===== config.mk =====
export PLATFORM = sky130hd
export DESIGN_NAME = pin_function_enable_unit
export DESIGN_NICKNAME = d
export VERILOG_FILES = /design/src/logic/pin_function_enable_pkg.sv /design/src/logic/pin_sync.sv /design/src/logic/pin_function_enable_unit.sv
export SDC_FILE = /design/constraint.sdc
export NUM_CORES = 1
export LEC_CHECK = 0
export BUFFER_PORTS_ARGS = -buffer_cell sky130_fd_sc_hd__buf_2
export CORE_ASPECT_RATIO = 0.7
export CORE_UTILIZATION = 50
export CTS_CLUSTER_DIAMETER = 200
export DETAILED_ROUTE_END_ITERATION = 16
export GPL_TIMING_DRIVEN = 0
export PLACE_DENSITY = 0.81
export SYNTH_ARGS = -nofsm -noshare
export SYNTH_HDL_FRONTEND = slang
export SYNTH_SLANG_ARGS = --single-unit

===== constraint.sdc =====
create_clock -name mclk -period 1.96 [get_ports mclk]
set_input_delay 0.196 -clock mclk [delete_from_list [all_inputs] [get_ports mclk]]
set_output_delay 0.196 -clock mclk [all_outputs]
set_load 0.1 [all_outputs]

===== src/logic/pin_function_enable_pkg.sv =====
// constants of the system reset and nmi vector unit
// assumes a 16-bit cpu peripheral bus with byte addresses
package pin_function_enable_pkg;
  // ==========================================================
  // register offsets on the peripheral bus
  localparam logic [15:0] BUS_ERR_OFS = 16'h0198;
  localparam logic [15:0] USER_OFS    = 16'h019a;
  localparam logic [15:0] SYS_OFS     = 16'h019c;
  localparam logic [15:0] RST_OFS     = 16'h019e;
  localparam logic [15:0] CTRL_OFS    = 16'h0190;
  localparam logic [15:0] PIN_OFS     = 16'h0192;
  localparam logic [15:0] MBIN_OFS    = 16'h0194;
  localparam logic [15:0] MBOUT_OFS   = 16'h0196;
  // ==========================================================
  // reset sources, index i reports code 2*(i+1)
  localparam int          RST_SRC_N  = 11;
  localparam int          SRC_SVSIN  = 1;
  localparam int          SRC_PIN    = 2;
  localparam int          SRC_SWBOR  = 3;
  localparam int          SRC_SWPOR  = 5;
  localparam logic [10:0] BOR_MASK   = 11'h01f;
  localparam logic [10:0] POR_MASK   = 11'h020;
  localparam logic [10:0] PUC_MASK   = 11'h7c0;
  // ==========================================================
  // system and user nmi flag positions
  localparam int SYS_SUPPLY = 0;
  localparam int SYS_VACANT = 1;
  localparam int SYS_MBIN   = 2;
  localparam int SYS_MBOUT  = 3;
  localparam int USR_PIN    = 0;
  localparam int USR_OSC    = 1;
  localparam int USR_BUS    = 2;
  // ==========================================================
  // control and pin register fields, reset values
  localparam int         CTRL_LOCK  = 0;
  localparam int         CTRL_SWBOR = 1;
  localparam int         CTRL_SWPOR = 2;
  localparam int         PIN_NMI_EN = 0;
  localparam int         PIN_EDGE   = 1;
  localparam int         PIN_SVMOUT = 2;
  localparam int         PIN_SVSIN  = 3;
  localparam logic       LOCK_RST   = 1'b0;
  localparam logic [3:0] PIN_RST    = 4'h0;
  // ==========================================================
  // implemented memory ranges
  localparam logic [15:0] PERIPH_HI = 16'h0fff;
  localparam logic [15:0] LOCK_LO   = 16'h1c00;
  localparam logic [15:0] LOCK_HI   = 16'h237f;
  localparam logic [15:0] RAM_HI    = 16'h23ff;
  localparam logic [15:0] ROM_LO    = 16'hf800;
endpackage


===== src/logic/pin_sync.sv =====
// two-stage synchroniser for the reset/nmi pin with edge pulses
// assumes an asynchronous pin level and one clock domain
`timescale 1ns/1ps
module pin_sync (
  // clock and reset
  input  wire logic mclk,
  input  wire logic arst_n,
  // pin and synchronised view
  input  wire logic pin_in,
  output logic      level,
  output logic      rise,
  output logic      fall
);
  logic meta_reg;  // first stage, read only by the second
  logic sync_reg;  // settled level
  logic last_reg;  // previous settled level for edges

  // ==========================================================
  // registers idle high, matching an undriven pulled-up pin
  always_ff @(posedge mclk or negedge arst_n) begin
    if (!arst_n) begin
      meta_reg <= 1'b1;
      sync_reg <= 1'b1;
      last_reg <= 1'b1;
    end else begin
      meta_reg <= pin_in;
      sync_reg <= meta_reg;
      last_reg <= sync_reg;
    end
  end

  assign level = sync_reg;
  assign rise  = sync_reg & ~last_reg;
  assign fall  = ~sync_reg & last_reg;
endmodule


===== src/logic/pin_function_enable_unit.sv =====
// system reset classing, nmi vectors, mailbox, pin and ram lock
// assumes event inputs are one-cycle pulses on mclk
`timescale 1ns/1ps
module pin_function_enable_unit (
  // clock and reset
  input  wire logic        mclk,
  input  wire logic        arst_n,
  // peripheral bus
  input  wire logic        per_en,
  input  wire logic        per_we,
  input  wire logic [15:0] per_addr,
  input  wire logic [15:0] per_wdata,
  output logic      [15:0] per_rdata,
  // cpu memory access watch
  input  wire logic        cpu_access,
  input  wire logic        cpu_write,
  input  wire logic [15:0] cpu_addr,
  output logic             wr_block,
  output logic             ram_locked,
  // event sources
  input  wire logic [10:0] reset_event,
  input  wire logic        supply_drop,
  input  wire logic        supply_low,
  input  wire logic        osc_fault,
  input  wire logic        bus_fault,
  // reset class requests
  output logic             bor_req,
  output logic             por_req,
  output logic             puc_req,
  // debugger mailbox
  input  wire logic        jtag_in_wr,
  input  wire logic [15:0] jtag_in_data,
  input  wire logic        jtag_out_rd,
  output logic      [15:0] jtag_out_data,
  // reset/nmi pin
  input  wire logic        pin_in,
  output logic             pin_out,
  output logic             pin_oe_n
);
  // ==========================================================
  // helpers
  // code of the lowest set bit, lower index wins
  function automatic logic [15:0] first_code(input logic [10:0] p);
    first_code = 16'h0000;
    for (int i = pin_function_enable_pkg::RST_SRC_N - 1; i >= 0; i--) begin
      if (p[i]) begin
        first_code = 16'((i + 1) * 2);
      end
    end
  endfunction

  // one-hot of the lowest set bit
  function automatic logic [10:0] first_mask(input logic [10:0] p);
    return p & (~p + 11'h001);
  endfunction

  // ==========================================================
  // state
  logic [10:0] rst_reg, rst_next;    // pending reset sources
  logic [3:0]  sys_reg, sys_next;    // system nmi flags
  logic [2:0]  usr_reg, usr_next;    // user nmi flags
  logic        lock_reg, lock_next;  // ram lock bit
  logic [3:0]  pinc_reg, pinc_next;  // pin function bits
  logic [15:0] mbin_reg, mbin_next;  // debugger to application
  logic [15:0] mbout_reg, mbout_next;// application to debugger
  logic [15:0] rdata_reg, rdata_next;
  logic        bor_reg, por_reg, puc_reg;
  logic        bor_next, por_next, puc_next;
  logic        blk_reg, blk_next;
  logic        pout_reg, pout_next, poe_reg, poe_next;
  logic        pin_rise, pin_fall;       // raw pin edges
  logic [2:0]  own_reg, own_next;        // recent cycles we drove the pin
  logic        edge_rise, edge_fall;     // pin edges not of our own making
  logic [10:0] rst_set;
  logic        rd, wr, mapped, lockable;

  pin_sync pin_sync_inst (
    .mclk   (mclk),
    .arst_n (arst_n),
    .pin_in (pin_in),
    .level  (),
    .rise   (pin_rise),
    .fall   (pin_fall)
  );

  // ==========================================================
  // next-state logic
  always_comb begin
    rd = per_en & ~per_we;
    wr = per_en & per_we;
    mapped = cpu_addr <= pin_function_enable_pkg::PERIPH_HI ||
             (cpu_addr >= pin_function_enable_pkg::LOCK_LO &&
              cpu_addr <= pin_function_enable_pkg::RAM_HI) ||
             cpu_addr >= pin_function_enable_pkg::ROM_LO;
    lockable = cpu_addr >= pin_function_enable_pkg::LOCK_LO &&
               cpu_addr <= pin_function_enable_pkg::LOCK_HI;
    lock_next  = lock_reg;
    pinc_next  = pinc_reg;
    mbin_next  = mbin_reg;
    mbout_next = mbout_reg;
    rdata_next = 16'h0000;
    rst_next   = rst_reg;
    sys_next   = sys_reg;
    usr_next   = usr_reg;
    // our own drive echoes back; its edges would retrigger resets
    own_next  = {own_reg[1:0], ~poe_reg};
    edge_fall = pin_fall & ~|own_reg;
    edge_rise = pin_rise & ~|own_reg;
    // sources collected from outside and from software and pin
    rst_set = reset_event;
    if (wr && per_addr == pin_function_enable_pkg::CTRL_OFS) begin
      lock_next = per_wdata[pin_function_enable_pkg::CTRL_LOCK];
      rst_set[pin_function_enable_pkg::SRC_SWBOR] |=
        per_wdata[pin_function_enable_pkg::CTRL_SWBOR];
      rst_set[pin_function_enable_pkg::SRC_SWPOR] |=
        per_wdata[pin_function_enable_pkg::CTRL_SWPOR];
    end
    // pin low edge resets unless it serves as nmi input
    if (!pinc_reg[pin_function_enable_pkg::PIN_NMI_EN] && edge_fall) begin
      if (pinc_reg[pin_function_enable_pkg::PIN_SVSIN]) begin
        rst_set[pin_function_enable_pkg::SRC_SVSIN] = 1'b1;
      end else begin
        rst_set[pin_function_enable_pkg::SRC_PIN] = 1'b1;
      end
    end
    if (wr && per_addr == pin_function_enable_pkg::PIN_OFS) begin
      pinc_next = per_wdata[3:0];
    end
    if (wr && per_addr == pin_function_enable_pkg::MBOUT_OFS) begin
      mbout_next = per_wdata;
    end
    if (jtag_in_wr) begin
      mbin_next = jtag_in_data;
    end
    // reads answer next cycle; vector reads drop what they report
    if (rd) begin
      unique case (per_addr)
        pin_function_enable_pkg::RST_OFS: begin
          rdata_next = first_code(rst_reg);
          rst_next = rst_reg & ~first_mask(rst_reg);
        end
        pin_function_enable_pkg::SYS_OFS: begin
          rdata_next = first_code({7'h00, sys_reg});
          sys_next = sys_reg & ~4'(first_mask({7'h00, sys_reg}));
        end
        pin_function_enable_pkg::USER_OFS: begin
          rdata_next = first_code({8'h00, usr_reg});
          usr_next = usr_reg & ~3'(first_mask({8'h00, usr_reg}));
        end
        pin_function_enable_pkg::BUS_ERR_OFS: rdata_next = 16'h0000;
        pin_function_enable_pkg::CTRL_OFS: rdata_next = {15'h0000, lock_reg};
        pin_function_enable_pkg::PIN_OFS:  rdata_next = {12'h000, pinc_reg};
        pin_function_enable_pkg::MBIN_OFS: rdata_next = mbin_reg;
        pin_function_enable_pkg::MBOUT_OFS: rdata_next = mbout_reg;
        default: rdata_next = 16'h0000;
      endcase
    end
    // a set in the clearing cycle wins over the clear
    rst_next = rst_next | rst_set;
    sys_next[pin_function_enable_pkg::SYS_SUPPLY] |= supply_drop;
    sys_next[pin_function_enable_pkg::SYS_VACANT] |=
      cpu_access & ~mapped;
    sys_next[pin_function_enable_pkg::SYS_MBIN]  |= jtag_in_wr;
    sys_next[pin_function_enable_pkg::SYS_MBOUT] |= jtag_out_rd;
    usr_next[pin_function_enable_pkg::USR_PIN] |=
      pinc_reg[pin_function_enable_pkg::PIN_NMI_EN] &
      (pinc_reg[pin_function_enable_pkg::PIN_EDGE] ? edge_fall
                                      : edge_rise);
    usr_next[pin_function_enable_pkg::USR_OSC] |= osc_fault;
    usr_next[pin_function_enable_pkg::USR_BUS] |= bus_fault;
    // classes: deepest wins, each request one cycle
    bor_next = |(rst_set & pin_function_enable_pkg::BOR_MASK);
    por_next = ~bor_next &
               |(rst_set & pin_function_enable_pkg::POR_MASK);
    puc_next = ~bor_next & ~por_next &
               |(rst_set & pin_function_enable_pkg::PUC_MASK);
    blk_next = cpu_access & cpu_write & lockable &
               lock_reg;
    // pin drives low as reset output, else may show monitor level
    poe_next = ~(bor_next | por_next | puc_next |
                 pinc_reg[pin_function_enable_pkg::PIN_SVMOUT]);
    pout_next = ~(bor_next | por_next | puc_next) &
                ~supply_low;
  end

  // ==========================================================
  // registers; flags survive class requests, only arst_n and vector reads clear
  always_ff @(posedge mclk or negedge arst_n) begin
    if (!arst_n) begin
      rst_reg   <= 11'h000;
      sys_reg   <= 4'h0;
      usr_reg   <= 3'h0;
      lock_reg  <= pin_function_enable_pkg::LOCK_RST;
      pinc_reg  <= pin_function_enable_pkg::PIN_RST;
      mbin_reg  <= 16'h0000;
      mbout_reg <= 16'h0000;
      rdata_reg <= 16'h0000;
      bor_reg   <= 1'b0;
      por_reg   <= 1'b0;
      puc_reg   <= 1'b0;
      blk_reg   <= 1'b0;
      pout_reg  <= 1'b1;
      poe_reg   <= 1'b1;
      own_reg   <= 3'h0;
    end else begin
      rst_reg   <= rst_next;
      sys_reg   <= sys_next;
      usr_reg   <= usr_next;
      lock_reg  <= lock_next;
      pinc_reg  <= pinc_next;
      mbin_reg  <= mbin_next;
      mbout_reg <= mbout_next;
      rdata_reg <= rdata_next;
      bor_reg   <= bor_next;
      por_reg   <= por_next;
      puc_reg   <= puc_next;
      blk_reg   <= blk_next;
      pout_reg  <= pout_next;
      poe_reg   <= poe_next;
      own_reg   <= own_next;
    end
  end

  assign per_rdata     = rdata_reg;
  assign wr_block      = blk_reg;
  assign ram_locked    = lock_reg;
  assign bor_req       = bor_reg;
  assign por_req       = por_reg;
  assign puc_req       = puc_reg;
  assign jtag_out_data = mbout_reg;
  assign pin_out       = pout_reg;
  assign pin_oe_n      = poe_reg;
endmodule


Word level (Yosys, flattened, before mapping)
Cells that the tools add are included.
{"block": "totals", "output_inout_bits": 39, "ff_bits": 83}
{"block": "classes", "n_eq_ne": 7, "n_lt_le_gt_ge": 5, "mux": 32, "reduce_logical": 13, "add_sub_neg": 3, "n_bitwise": 50}
{"operator": "$mux 16", "count": 16}
{"operator": "$eq 16x9->1 const B", "count": 7}
{"operator": "$pmux 16 s7", "count": 1}
{"operator": "$le 16x14->1 const B", "count": 2}
{"operator": "$and 11x11->11", "count": 2}
{"operator": "$mux 11", "count": 2}
{"operator": "$not 11->11", "count": 2}
{"operator": "$ge 16x13->1 const B", "count": 1}
{"operator": "$ge 16x16->1 const B", "count": 1}
{"operator": "$le 16x12->1 const B", "count": 1}
{"operator": "$and 1x1->1", "count": 15}
{"operator": "$mux 4", "count": 3}
{"operator": "$or 1x1->1", "count": 12}
{"operator": "$add 11x1->11 const B", "count": 1}
{"operator": "$or 11x11->11", "count": 1}
{"operator": "$not 1->1", "count": 10}
{"operator": "$reduce_or 5->1", "count": 2}
{"operator": "$mux 3", "count": 3}
{"operator": "$and 4x4->4", "count": 2}
{"operator": "$not 4->4", "count": 2}
{"operator": "$and 3x3->3", "count": 2}
{"operator": "$logic_and 1x1->1", "count": 6}
{"operator": "$not 3->3", "count": 2}
{"operator": "$mux 1", "count": 5}
{"operator": "other kinds (7)", "count": 9}

Longest topological paths before layout
{"block": "logic_depth", "depth_word": 14, "depth_mapped": 8}

Cells and area by module
Synthesis repeated with hierarchy kept, for this count alone.
{"block": "unflattened", "cells_unflattened": 314, "area_unflattened_um2": 3711.1}
{"mod": "pin_function_enable_unit", "n_inst": 1, "cells_per_inst": 309, "area_per_inst_um2": 3617.2}
{"mod": "pin_sync", "n_inst": 1, "cells_per_inst": 5, "area_per_inst_um2": 93.8}

Worst setup path after synthesis
No wires, ideal clock.
{"block": "synth_path", "path_type": "input port to flip-flop", "startpoint": "input port per_addr[0]", "endpoint": "register mbout_reg[11] (netlist: jtag_out_data[11])", "setup_time_ps": 126, "required_time_ps": 1834, "t_arrival_ps": 1682, "cell_stages": 8, "n_path_buf": 3, "slack_ps": 153, "cell_sequence": "buf_6 > nand2b_4 > buf_6 > nor2_1 > nand3_1 > nor3_4 > buf_4 > mux2_2"}
{"block": "synth_between", "elab_chain_len": 2}
{"item": "start, declared", "line_no": "pin_function_enable_unit.sv:11", "rtl": "input wire logic [15:0] per_addr,"}
{"item": "$eq 16x9->1", "line_no": "pin_function_enable_unit.sv:129", "rtl": "if (wr && per_addr == pin_function_enable_pkg::MBOUT_OFS) begin"}
{"item": "$logic_and 1x1->1", "line_no": "pin_function_enable_unit.sv:129"}
{"item": "end signal, assigned", "line_no": "pin_function_enable_unit.sv:212", "rtl": "mbout_reg <= mbout_next;"}
{"item": "end, declared", "line_no": "pin_function_enable_unit.sv:65", "rtl": "logic [15:0] mbout_reg, mbout_next;"}
Every way passes these cells.
A chain may end at the register's enable or synchronous reset.

Worst setup path in the final report
{"block": "layout_path", "startpoint": "register rst_reg[1]", "endpoint": "register rst_reg[10]"}
{"block": "layout_between", "elab_chain_len": 8}
{"item": "start, declared", "line_no": "pin_function_enable_unit.sv:59", "rtl": "logic [10:0] rst_reg, rst_next;"}
{"item": "start signal, assigned", "line_no": "pin_function_enable_unit.sv:206", "rtl": "rst_reg <= rst_next;"}
{"item": "$not 11->11", "line_no": "pin_function_enable_unit.sv:54", "rtl": "return p & (~p + 11'h001);"}
{"item": "$add 11x1->11", "line_no": "pin_function_enable_unit.sv:54"}
{"item": "$and 11x11->11", "line_no": "pin_function_enable_unit.sv:54"}
{"item": "$not 11->11", "line_no": "pin_function_enable_unit.sv:140", "rtl": "rst_next = rst_reg & ~first_mask(rst_reg);"}
{"item": "$and 11x11->11", "line_no": "pin_function_enable_unit.sv:140"}
{"item": "$mux 11", "line_no": "pin_function_enable_unit.sv:137", "rtl": "unique case (per_addr)"}
{"item": "$mux 11", "line_no": "pin_function_enable_unit.sv:136", "rtl": "if (rd) begin"}
{"item": "$or 11x11->11", "line_no": "pin_function_enable_unit.sv:159", "rtl": "rst_next = rst_next | rst_set;"}
{"item": "net rst_next[10]", "line_no": "pin_function_enable_unit.sv:59"}
The timed path passes the listed nets, and every way through them passes these cells.

==> run metrics <==
status=finished clean; max-cap violations=0; fin crit period=1.934 ns; commonest non-fill, non-tap cell in the layout=buf_2; Design Area, Final=0.004790 mm2; hold wc startpoint=supply_drop; Final Hold Viols=0; Vert. Die Dim=74.74 um; Antenna diodes=0; CTS buffer count=9; grt total ovfl=0; Startpoint Class=register; Hold WS=0.01031 ns; crit end category=register; worst-path maximum fanout=6; Die Wd=105.9 um; final wirelength=9551 um; R2R cell count=6; # IOs=127; clock buffer depth=2; Initial Util=51.62%; Yosys Warn Count=0; Filler cells=560; vias in the first global route=2944; Hold WC Path Type=primary input to register; synthesized instance count=323; synthesized area=0.003779 mm2; largest net degree at the start of global routing=54; clock sink total=83; core area=0.007320 mm2; WP data arrival=2.20 ns; reg2reg end=rst_reg[10]$_DFF_PN0_; die area=0.007915 mm2; P&R area growth vs syn=26.75%; Worst Path Required=2.22 ns; worst-skew pair later-pin latency=0.37 ns; GRT Total Usage=24.25%; gpl congestion=0.9109; WHS Path Cells=2; slew margin rel.=55.11%; R2R setup slack=0.03 ns; DRC viols=0; max incr delay on CP=0.56 ns; placed instance area=0.004507 mm2; number of flops mapped to enable cells by yosys=0; commonest cells after routing, fill and taps aside=119 x buf_2, 78 x dfrtp_1, 40 x mux2_2, 31 x nor2_1, 19 x nand2_1; f_max=0.5171 GHz; actual slew at the worst max-slew pin=0.6682 ns; CTS root buf=clkbuf_8; remaining antenna violation count=0; slowest cell on the critical path=or4_4; #FFs+latches synth=83; origin of the worst setup path=rst_reg[1]$_DFF_PN0_; asr flop ratio synth=100.0%; FP Rows=26; RR Startpoint=rst_reg[1]$_DFF_PN0_; Crit Path Class=register to register; Vias/cell=5.668; register area share after synthesis=55.13%; cells along the critical path=or2_4 > or4_4 > nor4_4 > buf_4 > nand4b_1 > a21o_1; CTS tree=done; H-tree depth=3; endpoints failing setup=0; Total Power=3346 uW; Post-Route Utilization=65.44%; syn_area_per_cell=11.70 um2; post-layout instance count excluding filler cells=561; hpwl dp=7079 um; antenna violations before repair=0; Iter 0 DRT Violations=201; first-pass GRT wire length=14450 um; PortBufs=115; Synth cell types=55; Layout Nets=546; Final Skew=0.01713 ns; Cells after DPL=537; pwr/cell area=698.6 mW/mm2; Synth Net Count=411; worst vdd ir=500.0 uV; drt pass-1 iters=5; post-DR wirelength/cell=17.02 um; Hold Path Sink=sys_reg[0]$_DFF_PN0_; Synth Flop Type=dfrtp_1; layout cells sized above 1=44.28%; RSZ-0062 raised after global routing=yes; Leak=0.002198 uW; Final Slew Violations=0; Vias=3180; final period utilization=98.67%; CTS clock-pin slew for the worst setup and hold paths=0.09 ns
[synthesized netlist by cell type (all sizes together), types with 3 or more instances]
cell type  instances  share of area (%)
buf               10                1.9
nor2              31                3.1
nand2             19                1.9
nor2b              8                1.3
nand3             16                2.1
inv                8               0.79
nor3              12                1.9
a21o               9                1.8
o21ai             11                1.5
a22oi             12                2.4
dfstp              5                3.5
nand4              3               0.66
nand2b             5                1.0
mux2              40                 12
or4                5                1.1
or2                4               0.66
a21oi              8                1.1
o31ai              3               0.60
nor4               6                2.4
dfrtp             78                 52
[area by class of cell]
cell class	count	area, um2	share of cell area (%)
plain buffers	12	77.57	1.620
repair buffers	124	673.1	14.05
inverters	8	30.03	0.6270
clock buffers	9	123.9	2.586
flip-flops and latches	83	2083	43.50
multi-input cells	220	1590	33.20
clock inverters	7	88.84	1.855
well taps	98	122.6	2.560
[critical path, delay by kind of cell (launching register included)]
kind            cells  cell delay (ns)
compound gates      1             0.18
buf+inv             1             0.18
flops               1             0.39
simple gates        4             1.08
[power by group]
part / internal, uW / switching, uW / leakage (uW)
Sequential: 1750 / 19.8 / 0.000991
Clock: 624 / 689 / 0.000106
Combinational: 123 / 139 / 0.00110
Total: 2500 / 848 / 0.00220
[routing by layer]
layer	up-vias	track usage, %	routed length (um)
met3	25	7.879	802
met5	-	0	0
met4	0	7.253	193
met1	1566	31.95	4045
li1	1455	-	-
met2	134	39.07	4510
[what timing repair did]
action                                 in CTS  in global routing
endpoints found under the hold margin      31                  0
resized for setup                           1                  0
setup endpoints to repair                   1                  3
pin swaps                                   1                  5
hold buffers                                3                  0
buffers inserted                            3                  2
[kinds of logic after synthesis]
logic type             count (synthesis)  share of synthesized area [%]
and+or+nand+nor                      120                          18.87
muxes                                 41                          12.19
AOI/OAI and AO/OA                     59                          10.96
buffers and inverters                 20                          2.848
DFF                                   83                          55.13
[per-stage QoR]
step                      setup slack, ns   TNS, ns
after floorplan                    0.1528         0
after global placement            -0.1954    -4.076
after detailed placement          -0.2287    -4.681
after CTS                         0.05905         0
after global routing             -0.03533  -0.04894
final                             0.02614         0
[worst max path at each step]
stage,to,cells after the start
final,rst_reg[10]$_DFF_PN0_,6
after global routing,rst_reg[10]$_DFF_PN0_,6
after CTS,rst_reg[10]$_DFF_PN0_,6
after detailed placement,jtag_out_data[13]$_DFFE_PN0P_,8
after global placement,jtag_out_data[13]$_DFFE_PN0P_,6
after floorplan,jtag_out_data[11]$_DFFE_PN0P_,8
Note: power is estimated with default switching activity, not from simulation.
